`src/hw/tmirq_defs.svh`:
```
/*
  Register offsets, field positions, reset values and timing constants of the timer
  interrupt and request routing block.
  Assumes a 32-bit AHB-Lite slave with one aligned word per register.
*/
// Functional notes
// - One overflow source plus one per channel; 2, 4, 6 or 8 channels, default 4.
// - Each source has its own enable that masks only its request.
// - Per-channel routing bit: 1 gives DMA requests, 0 gives CPU interrupts.
// - Reset clears all routing bits so every channel goes to the CPU.
// - A channel routed to DMA never raises a CPU interrupt.
// - Pending interrupts are served channel 0 upward, overflow last.
// - Flags set and clear regardless of their enable bits.
// - Overflow sets overflow flag; capture or compare match sets channel flag.
// - A flag not routed to DMA clears only after a read while set followed by writing 0.
// - An event between the read and the clearing write keeps the flag set.
// - Request stands while flag and enable are both set.
// - Counter advances each phase-one tick; at wrap limit overflow flag sets next tick.
// - On overflow every channel pin with toggle-on-wrap set inverts.
// - With slow counter clock overflow sets on next phase-one tick, counter returns 0.
// - A capture edge seen before a phase-one tick sets the flag on that tick.
// - On capture the counter is latched into the value register on phase two.
// - Counter equal to a compare value other than the wrap limit sets the flag on the next phase-one tick.
// - When a compare flag sets, the pin takes its configured compare action.
// - Writing 1 to a flag does nothing; reset clears every flag.
// - DMA-routed channel flag clears on any value low byte access, not flag access.
`ifndef TMIRQ_DEFS_SVH
`define TMIRQ_DEFS_SVH

// Register byte offsets.
`define TMIRQ_OFS_CTRL     8'h00
`define TMIRQ_OFS_STATUS   8'h04
`define TMIRQ_OFS_IEN      8'h08
`define TMIRQ_OFS_ROUTE    8'h0c
`define TMIRQ_OFS_WRAP     8'h10
`define TMIRQ_OFS_COUNT    8'h14
`define TMIRQ_OFS_PEND     8'h18
`define TMIRQ_OFS_CH_BASE  8'h20
`define TMIRQ_OFS_CH_STEP  8'h04

// Control register fields.
`define TMIRQ_CTRL_RUN     0
`define TMIRQ_CTRL_PRE_LSB 8
`define TMIRQ_CTRL_PRE_W   8

// Status and enable layout: channel flags in low bits, overflow in this bit.
`define TMIRQ_OVF_BIT      16

// Channel word fields: value low 16 bits, then mode, toggle-on-wrap.
`define TMIRQ_CH_MODE_LSB  16
`define TMIRQ_CH_TOV_BIT   20

// Reset values.
`define TMIRQ_WRAP_RST     16'hffff
`define TMIRQ_ROUTE_RST    8'h00

// Phase-two strobe lags phase one by this many cycles.
`define TMIRQ_PH2_DELAY    1

`endif

```
`src/hw/tmirq_pkg.sv`:
```
/*
  Types of the timer interrupt and request routing block.
  Assumes tmirq_defs.svh is visible to its users.
*/
package tmirq_pkg;
  // Channel operating mode, held in the channel word.
  typedef enum logic [2:0] {
    TMIRQ_OFF     = 3'b000,
    TMIRQ_CAP_UP  = 3'b001,
    TMIRQ_CAP_DN  = 3'b010,
    TMIRQ_CMP_TGL = 3'b011,
    TMIRQ_CMP_CLR = 3'b100,
    TMIRQ_CMP_SET = 3'b101
  } tmirq_mode_t;
endpackage : tmirq_pkg

```
`src/hw/tmirq_top.sv`:
```
/*
  Timer interrupt and request routing: counter, per-channel capture and compare
  flags, local enables, flag clearing handshake and CPU or DMA request routing.
  Assumes an AHB-Lite master on hclk, a synchronous capture pin input, and a
  DMA engine that clears flags by touching the channel value low byte.
*/
`include "tmirq_defs.svh"
`timescale 1ns/1ps
`default_nettype none

module tmirq_top
  import tmirq_pkg::*;
#(
  parameter int NCH = 4
)
(
  // Clock and reset.
  input  wire logic            hclk,
  input  wire logic            hresetn,
  // AHB-Lite slave.
  input  wire logic            hsel,
  input  wire logic [7:0]      haddr,
  input  wire logic [1:0]      htrans,
  input  wire logic            hwrite,
  input  wire logic [2:0]      hsize,
  input  wire logic [31:0]     hwdata,
  input  wire logic            hready,
  output logic                 hreadyout,
  output logic                 hresp,
  output logic [31:0]          hrdata,
  // Channel pins, capture inputs and compare outputs.
  input  wire logic [NCH-1:0]  channel_pin_in,
  output logic [NCH-1:0]       channel_pin,
  // Requests in fixed order of service.
  output logic [NCH-1:0]       channel_cpu_request,
  output logic [NCH-1:0]       channel_dma_request,
  output logic                 overflow_request,
  output logic [3:0]           cpu_request_index,
  output logic                 cpu_request_any
);

  // Whole state of the block.
  typedef struct packed {
    logic                 hrdy;
    logic [31:0]          rdata;
    logic                 dph;
    logic                 dwr;
    logic [7:0]           daddr;
    logic                 run;
    logic [7:0]           presc;
    logic [7:0]           pcnt;
    logic                 ph2;
    logic [15:0]          wrap;
    logic [15:0]          count;
    logic                 wrapped;
    logic [NCH-1:0]       flag;
    logic                 ovf;
    logic [NCH-1:0]       armed;
    logic                 ovf_armed;
    logic [NCH-1:0]       ien;
    logic                 oien;
    logic [NCH-1:0]       route;
    logic [NCH-1:0][15:0] value;
    logic [NCH-1:0][2:0]  mode;
    logic [NCH-1:0]       tov;
    logic [NCH-1:0]       pin_q;
    logic [NCH-1:0]       pin;
    logic [NCH-1:0]       cap_pend;
    logic [NCH-1:0]       cap_latch;
    logic [NCH-1:0]       cpu_req;
    logic [NCH-1:0]       dma_req;
    logic                 ovf_req;
    logic [3:0]           idx;
    logic                 any;
  } tmirq_state_t;

  tmirq_state_t s;
  tmirq_state_t next_s;

  logic        tick;
  logic [7:0]  ch_ofs [NCH];
  logic [31:0] rd_mux;
  logic        st;

  assign tick = s.run && (s.pcnt == s.presc);

  // Channel register byte offsets.
  generate
    for (genvar g = 0; g < NCH; g++)
    begin : g_ofs
      assign ch_ofs[g] = 8'(`TMIRQ_OFS_CH_BASE + g * `TMIRQ_OFS_CH_STEP);
    end
  endgenerate

  // Read data for the address held in the data phase.
  always_comb
  begin
    rd_mux = 32'h0000_0000;
    unique case (s.daddr)
      `TMIRQ_OFS_CTRL:
        rd_mux = {16'h0000, s.presc, 7'h00, s.run};
      `TMIRQ_OFS_STATUS:
        rd_mux = 32'({s.ovf, 16'(s.flag)} & 17'h1ffff);
      `TMIRQ_OFS_IEN:
        rd_mux = 32'({s.oien, 16'(s.ien)});
      `TMIRQ_OFS_ROUTE:
        rd_mux = 32'(s.route);
      `TMIRQ_OFS_WRAP:
        rd_mux = {16'h0000, s.wrap};
      `TMIRQ_OFS_COUNT:
        rd_mux = {16'h0000, s.count};
      `TMIRQ_OFS_PEND:
        rd_mux = 32'({s.any, s.idx});
      default:
        rd_mux = 32'h0000_0000;
    endcase
    for (int i = 0; i < NCH; i++)
    begin
      if (s.daddr == ch_ofs[i])
      begin
        rd_mux = {11'h000, s.tov[i], 1'b0, s.mode[i], s.value[i]};
      end
    end
  end

  // Next-state logic: bus, counter, flags, pins and requests.
  always_comb
  begin
    logic [NCH-1:0] ev;
    logic           ovf_ev;
    logic [NCH-1:0] lo_acc;
    logic           st_wr;
    logic [16:0]    wv;
    next_s   = s;
    ev       = '0;
    ovf_ev   = 1'b0;
    lo_acc   = '0;
    st_wr    = s.dph && s.dwr && (s.daddr == `TMIRQ_OFS_STATUS);
    wv       = 17'(hwdata);
    st       = 1'b0;

    // Bus: single-cycle address phase, zero-wait writes, one wait state on reads.
    next_s.hrdy = 1'b1;
    next_s.dph  = hsel && htrans[1] && hready;
    next_s.dwr  = hwrite;
    next_s.daddr = haddr;
    // The wait state lets registered read data stand when hready is sampled high.
    if (next_s.dph && !hwrite)
    begin
      next_s.hrdy = 1'b0;
    end
    if (s.dph && !s.dwr)
    begin
      next_s.rdata = rd_mux;
    end

    // Prescaled phase-one tick, phase-two strobe one cycle later.
    next_s.pcnt = tick || !s.run ? 8'h00 : s.pcnt + 8'h01;
    next_s.ph2  = tick;
    next_s.pin_q = channel_pin_in;

    // Counter advances on tick; wrap match sets overflow on the next tick.
    if (tick)
    begin
      if (s.wrapped)
      begin
        ovf_ev          = 1'b1;
        next_s.count    = 16'h0000;
        next_s.wrapped  = 1'b0;
      end
      else
      begin
        next_s.count   = s.count + 16'h0001;
        next_s.wrapped = (s.count + 16'h0001) == s.wrap;
      end
    end

    // Per-channel capture and compare events.
    for (int i = 0; i < NCH; i++)
    begin
      if (s.pin_q[i] != channel_pin_in[i])
      begin
        if ((s.mode[i] == TMIRQ_CAP_UP && channel_pin_in[i]) ||
            (s.mode[i] == TMIRQ_CAP_DN && !channel_pin_in[i]))
        begin
          next_s.cap_pend[i] = 1'b1;
        end
      end
      if (tick && s.cap_pend[i])
      begin
        ev[i] = 1'b1;
        next_s.cap_pend[i]  = 1'b0;
        next_s.cap_latch[i] = 1'b1;
      end
      if (tick && s.mode[i] >= TMIRQ_CMP_TGL && s.count == s.value[i] && !s.wrapped)
      begin
        ev[i] = 1'b1;
        unique case (s.mode[i])
          TMIRQ_CMP_TGL: next_s.pin[i] = ~s.pin[i];
          TMIRQ_CMP_CLR: next_s.pin[i] = 1'b0;
          TMIRQ_CMP_SET: next_s.pin[i] = 1'b1;
          default:       next_s.pin[i] = s.pin[i];
        endcase
      end
      if (ovf_ev && s.tov[i])
      begin
        next_s.pin[i] = ~s.pin[i];
      end
      if (s.ph2 && (s.mode[i] == TMIRQ_CAP_UP || s.mode[i] == TMIRQ_CAP_DN) && s.flag[i] &&
          s.armed[i] == 1'b0 && s.cap_pend[i] == 1'b0 && s.value[i] != s.count && 1'b0)
      begin
        next_s.value[i] = s.count;
      end
      lo_acc[i] = s.dph && (s.daddr == ch_ofs[i]);
    end

    // Capture latch on phase two after the flag set.
    for (int i = 0; i < NCH; i++)
    begin
      if (s.ph2 && s.cap_latch[i])
      begin
        next_s.value[i]     = s.count - 16'h0001;
        next_s.cap_latch[i] = 1'b0;
      end
    end

    // Flags: read-while-set arms, write 0 clears, events win.
    for (int i = 0; i < NCH; i++)
    begin
      if (s.dph && !s.dwr && s.daddr == `TMIRQ_OFS_STATUS && s.flag[i] && !s.route[i])
      begin
        next_s.armed[i] = 1'b1;
      end
      if (st_wr && !wv[i] && s.armed[i] && !s.route[i])
      begin
        next_s.flag[i]  = 1'b0;
        next_s.armed[i] = 1'b0;
      end
      if (lo_acc[i] && s.route[i])
      begin
        next_s.flag[i] = 1'b0;
      end
      if (ev[i])
      begin
        next_s.flag[i]  = 1'b1;
        next_s.armed[i] = 1'b0;
      end
    end
    if (s.dph && !s.dwr && s.daddr == `TMIRQ_OFS_STATUS && s.ovf)
    begin
      next_s.ovf_armed = 1'b1;
    end
    if (st_wr && !wv[`TMIRQ_OVF_BIT] && s.ovf_armed)
    begin
      next_s.ovf       = 1'b0;
      next_s.ovf_armed = 1'b0;
    end
    if (ovf_ev)
    begin
      next_s.ovf       = 1'b1;
      next_s.ovf_armed = 1'b0;
    end

    // Register writes.
    if (s.dph && s.dwr)
    begin
      unique case (s.daddr)
        `TMIRQ_OFS_CTRL:
        begin
          next_s.run   = hwdata[`TMIRQ_CTRL_RUN];
          next_s.presc = hwdata[`TMIRQ_CTRL_PRE_LSB +: `TMIRQ_CTRL_PRE_W];
        end
        `TMIRQ_OFS_IEN:
        begin
          next_s.ien  = hwdata[NCH-1:0];
          next_s.oien = hwdata[`TMIRQ_OVF_BIT];
        end
        `TMIRQ_OFS_ROUTE:
          next_s.route = hwdata[NCH-1:0];
        `TMIRQ_OFS_WRAP:
          next_s.wrap = hwdata[15:0];
        `TMIRQ_OFS_COUNT:
          next_s.count = hwdata[15:0];
        default:
          st = 1'b0;
      endcase
      for (int i = 0; i < NCH; i++)
      begin
        if (s.daddr == ch_ofs[i])
        begin
          next_s.value[i] = hwdata[15:0];
          next_s.mode[i]  = hwdata[`TMIRQ_CH_MODE_LSB +: 3];
          next_s.tov[i]   = hwdata[`TMIRQ_CH_TOV_BIT];
        end
      end
    end

    // Requests from the next flag state, lowest channel served first.
    next_s.cpu_req = next_s.flag & next_s.ien & ~next_s.route;
    next_s.dma_req = next_s.flag & next_s.ien & next_s.route;
    next_s.ovf_req = next_s.ovf & next_s.oien;
    next_s.any     = |next_s.cpu_req || next_s.ovf_req;
    next_s.idx     = 4'(NCH);
    for (int i = NCH - 1; i >= 0; i--)
    begin
      if (next_s.cpu_req[i])
      begin
        next_s.idx = 4'(i);
      end
    end
  end

  // State register; reset clears flags, enables and routing.
  always_ff @(posedge hclk or negedge hresetn)
  begin
    if (!hresetn)
    begin
      s       <= '0;
      s.hrdy  <= 1'b1;
      s.wrap  <= `TMIRQ_WRAP_RST;
      s.route <= NCH'(`TMIRQ_ROUTE_RST);
    end
    else
    begin
      s <= next_s;
    end
  end

  assign hreadyout           = s.hrdy;
  assign hresp               = 1'b0;
  assign hrdata              = s.rdata;
  assign channel_pin         = s.pin;
  assign channel_cpu_request = s.cpu_req;
  assign channel_dma_request = s.dma_req;
  assign overflow_request    = s.ovf_req;
  assign cpu_request_index   = s.idx;
  assign cpu_request_any     = s.any;

endmodule // tmirq_top

`default_nettype wire

```
`config.mk`:
```
export PLATFORM = sky130hd
export DESIGN_NAME = tmirq_top
export DESIGN_NICKNAME = d
export VERILOG_FILES = /design/src/hw/tmirq_pkg.sv /design/src/hw/tmirq_top.sv
export VERILOG_INCLUDE_DIRS = /design/src /design/src/hw
export SDC_FILE = /design/constraint.sdc
export NUM_CORES = 1
export LEC_CHECK = 0
export BUFFER_PORTS_ARGS = -buffer_cell sky130_fd_sc_hd__buf_2
export CORE_UTILIZATION = 65
export CTS_CLUSTER_SIZE = 25
export DETAILED_ROUTE_END_ITERATION = 8
export PLACE_DENSITY_LB_ADDON = 0.2
export SYNTH_ARGS = -nofsm -noshare
export SYNTH_HDL_FRONTEND = slang
export SYNTH_SLANG_ARGS = --single-unit
export TNS_END_PERCENT = 100
```
`constraint.sdc`:
```
create_clock -name hclk -period 4.9 [get_ports hclk]
set_input_delay 1.47 -clock hclk [delete_from_list [all_inputs] [get_ports hclk]]
set_output_delay 1.47 -clock hclk [all_outputs]
set_load 0.1 [all_outputs]
```
==> reports/metrics.csv <==
stage;metric;value;unit
run_status;outcome;complete, no violations;
pwr;vdd_drop_max;0.323;mV
layout;area_growth;7.81;%
placed_design;placed_cell_area;12100;um^2
setup_path;crit_start;s[181];
timing;clock_skew;0.0216;ns
global_routing;grt_pass1_wl;53.4;mm
setup_path;critical_path_class;register to register;
clock_tree;cts-htree-levels;1;
global_routing;grtUsageTotal;0.381;
clock_tree;ctsHoldBuffers;0;
timing;final.setup.tns;0;ns
timing;rsz0062_at_grt;false;
setup_path;required;5.30;ns
yosys;avgSynthCellArea;9.37;um^2
global_routing;overflow;0;
clock_tree;worstSkewPairLatency;0.53;ns
flow_run;maxCapViolCount;0;
timing;setup_viol;0;
pwr;p_leak;5.33;nW
yosys;synth_area;11900;um^2
yosys;ys_types;72;
layout;multiInputGateArea;5910;um^2
setup_path;timing.rr.start;s[181];
route;vias;10100;
setup_path;cp-start-kind;register;
layout;nFillCells;1363;
die;coreArea;18000;um^2
yosys;postSynthCellCount;1271;
clock_tree;cts_resized;0;
timing;tightestPinTransition;1.27;ns
yosys;synth_edf_count;0;
worst_hold_path;min_from;hrdata[16];
setup_path;path_max_fanout;10;
die;dieArea;18900;um^2
worst_hold_path;hold_class;register to register;
yosys;synthFlopType;dfrtp_1;
layout;layout-drive-gt1-share;0.180;
clock_tree;cts_tree;done;
die;ios;106;
timing;period_share;0.673;
clock_tree;clkTransAtPathRegs;0.06;ns
yosys;ys_seq_area_frac;0.443;
placed_design;gp_congestion;0.975;
setup_path;cp-end-kind;register;
yosys;ys_ff_latch;210;
timing;slew_viol_final;0;
global_routing;grt_start_max_net_pins;122;
placed_design;portBuffers;75;
route;drt.antenna.violating_nets;0;
route;drt-initial-drc-count;1471;
die;row_count;49;
timing;finalCriticalPeriod;3.30;ns
clock_tree;post-cts-setup-buffers;0;
global_routing;grt_pass1_vias;9374;
die;initial_utilization;0.663;
layout;nets;1326;
route;drc;0;
layout;seq_area;5280;um^2
yosys;async_reset_ff_frac;1.00;
placed_design;place_hpwl;23.1;mm
global_routing;antenna_found_initial;0;
layout;finalInstanceArea;12800;um^2
route;dr.pass1.iters;6;
route;vias_per_cell;6.65;
clock_tree;cts.sinks;210;
die;die_h;137;um
setup_path;cp_data_arrival_time;3.70;ns
timing;hold_viol;0;
die;die_w;137;um
clock_tree;clk_path_buf_depth;3;
clock_tree;cts-root-buf;clkbuf_16;
yosys;ys_warn_count;0;
pwr;power_density;322;nW/um^2
route;totalWireLength;34.9;mm
timing;layout_setup_ws;1.60;ns
timing;fmax;303;MHz
timing;slew_headroom;0.154;
layout;diodes;0;
route;wl_per_cell;23.1;um
clock_tree;numCtsBuffers;23;
layout;final_util;0.714;
placed_design;place_ws;1.57;ns
pwr;p_total;4.13;mW
[path summary, 6_finish.rpt]
check                                   to  slack, ns  cells past startpoint
max in group asynchronous           s[149]       2.87                      2
worst max-delay path                s[172]       1.60                      4
min in group asynchronous           s[168]       0.99                      1
worst min register to register  hrdata[16]       0.47                      2
worst max register to register      s[172]       1.60                      4
worst min-delay path            hrdata[16]       0.47                      2
[layout make-up]
type	count	area share
multi-input combinational	926	0.460
sequential	210	0.411
clock buffer	29	0.0474
timing repair buffer	97	0.0439
tap	229	0.0223
clock inverter	13	0.0117
inverter	11	0.00322
[flip-flops by register name, indices dropped and copies added (netlist names)]
signal	cells
channel_cpu_request	4
channel_dma_request	4
channel_pin	4
cpu_request_any	1
cpu_request_index	3
hrdata	20
hreadyout	1
overflow_request	1
s	172
[layer usage]
| metal | global-route usage | vias up | wire, um |
|---|---|---|---|
| met5 | 0 | - | 0 |
| met4 | 0.166 | 0 | 1520 |
| met3 | 0.0868 | 129 | 4140 |
| met2 | 0.571 | 673 | 15500 |
| met1 | 0.531 | 4832 | 13800 |
| li1 | - | 4441 | - |
[synthesized netlist by cell type, types with 6 or more instances]
master      n  area share
a21o_1     15      0.0095
a21oi_1   100       0.042
dfstp_2    17       0.038
o21ai_0    89       0.037
o31ai_1     6      0.0038
xor2_1     47       0.035
buf_2      20      0.0084
nor3b_1    11      0.0069
mux2i_1    20       0.017
inv_1      10      0.0032
a221oi_1    8      0.0059
a222oi_1   21       0.018
buf_4      50       0.032
nand3_1    21      0.0088
nor3_1     22      0.0092
mux2_2     48       0.045
a22oi_1    11      0.0069
and2_1     13      0.0068
and3_1     20       0.011
nand4_1    18      0.0095
buf_1       8      0.0025
nand2_1   137       0.043
nor2_1    111       0.035
xnor2_1    69       0.051
a31oi_1    20       0.011
clkbuf_1   58       0.018
nor4bb_1    8      0.0067
dfrtp_1   193        0.41
nor4_1     11      0.0058
[logic make-up after synthesis]
kind of cell,after synthesis,synth area share
and+or+nand+nor,419,0.180
AOI/OAI and AO/OA,305,0.159
DFF,210,0.443
buffers and inverters,148,0.0652
xor gates and xnor gates,117,0.0867
muxes,68,0.0622
adders and majority gates,3,0.00315
other,1,0.000315
[power by group]
group | switching, mW | leakage [nW] | internal, mW
logic | 0.314 | 2.58 | 0.134
registers | 0.108 | 2.38 | 1.81
clock network | 0.727 | 0.375 | 1.04
total | 1.15 | 5.33 | 2.98
[through the flow]
stage | hold WS (ns) | instances
floorplan | 0.450 | 1284
global placement | 0.454 | 1473
detailed placement | 0.464 | 1473
CTS | 0.474 | 1515
global route | 0.495 | 1515
finish | 0.473 | 1515
[critical path, stage by stage, from the launching register on]
cell and delay (ns):
dfrtp_1 0.45, nor4_1 0.95, and2_1 0.73, nand2_1 0.61
mux2_2 0.44
[layout by cell type, fill, tap and decap left out, drive strengths merged, types with 8 or more instances in the layout]
master    n
nor3     22
nor4bb    8
nand2   137
a31oi    20
xor2     48
a21o     15
clkbuf   29
nor4     16
mux2     48
inv      12
nand4    18
dfrtp   193
xnor2    69
buf      97
a21oi   100
nor2    111
clkinv    8
and2     13
dfstp    17
a22oi    11
nor3b    12
nand3    22
a221oi    8
mux2i    20
and3     20
conb     14
o21ai    94
a222oi   21
Power figures use the tool's default switching activity.
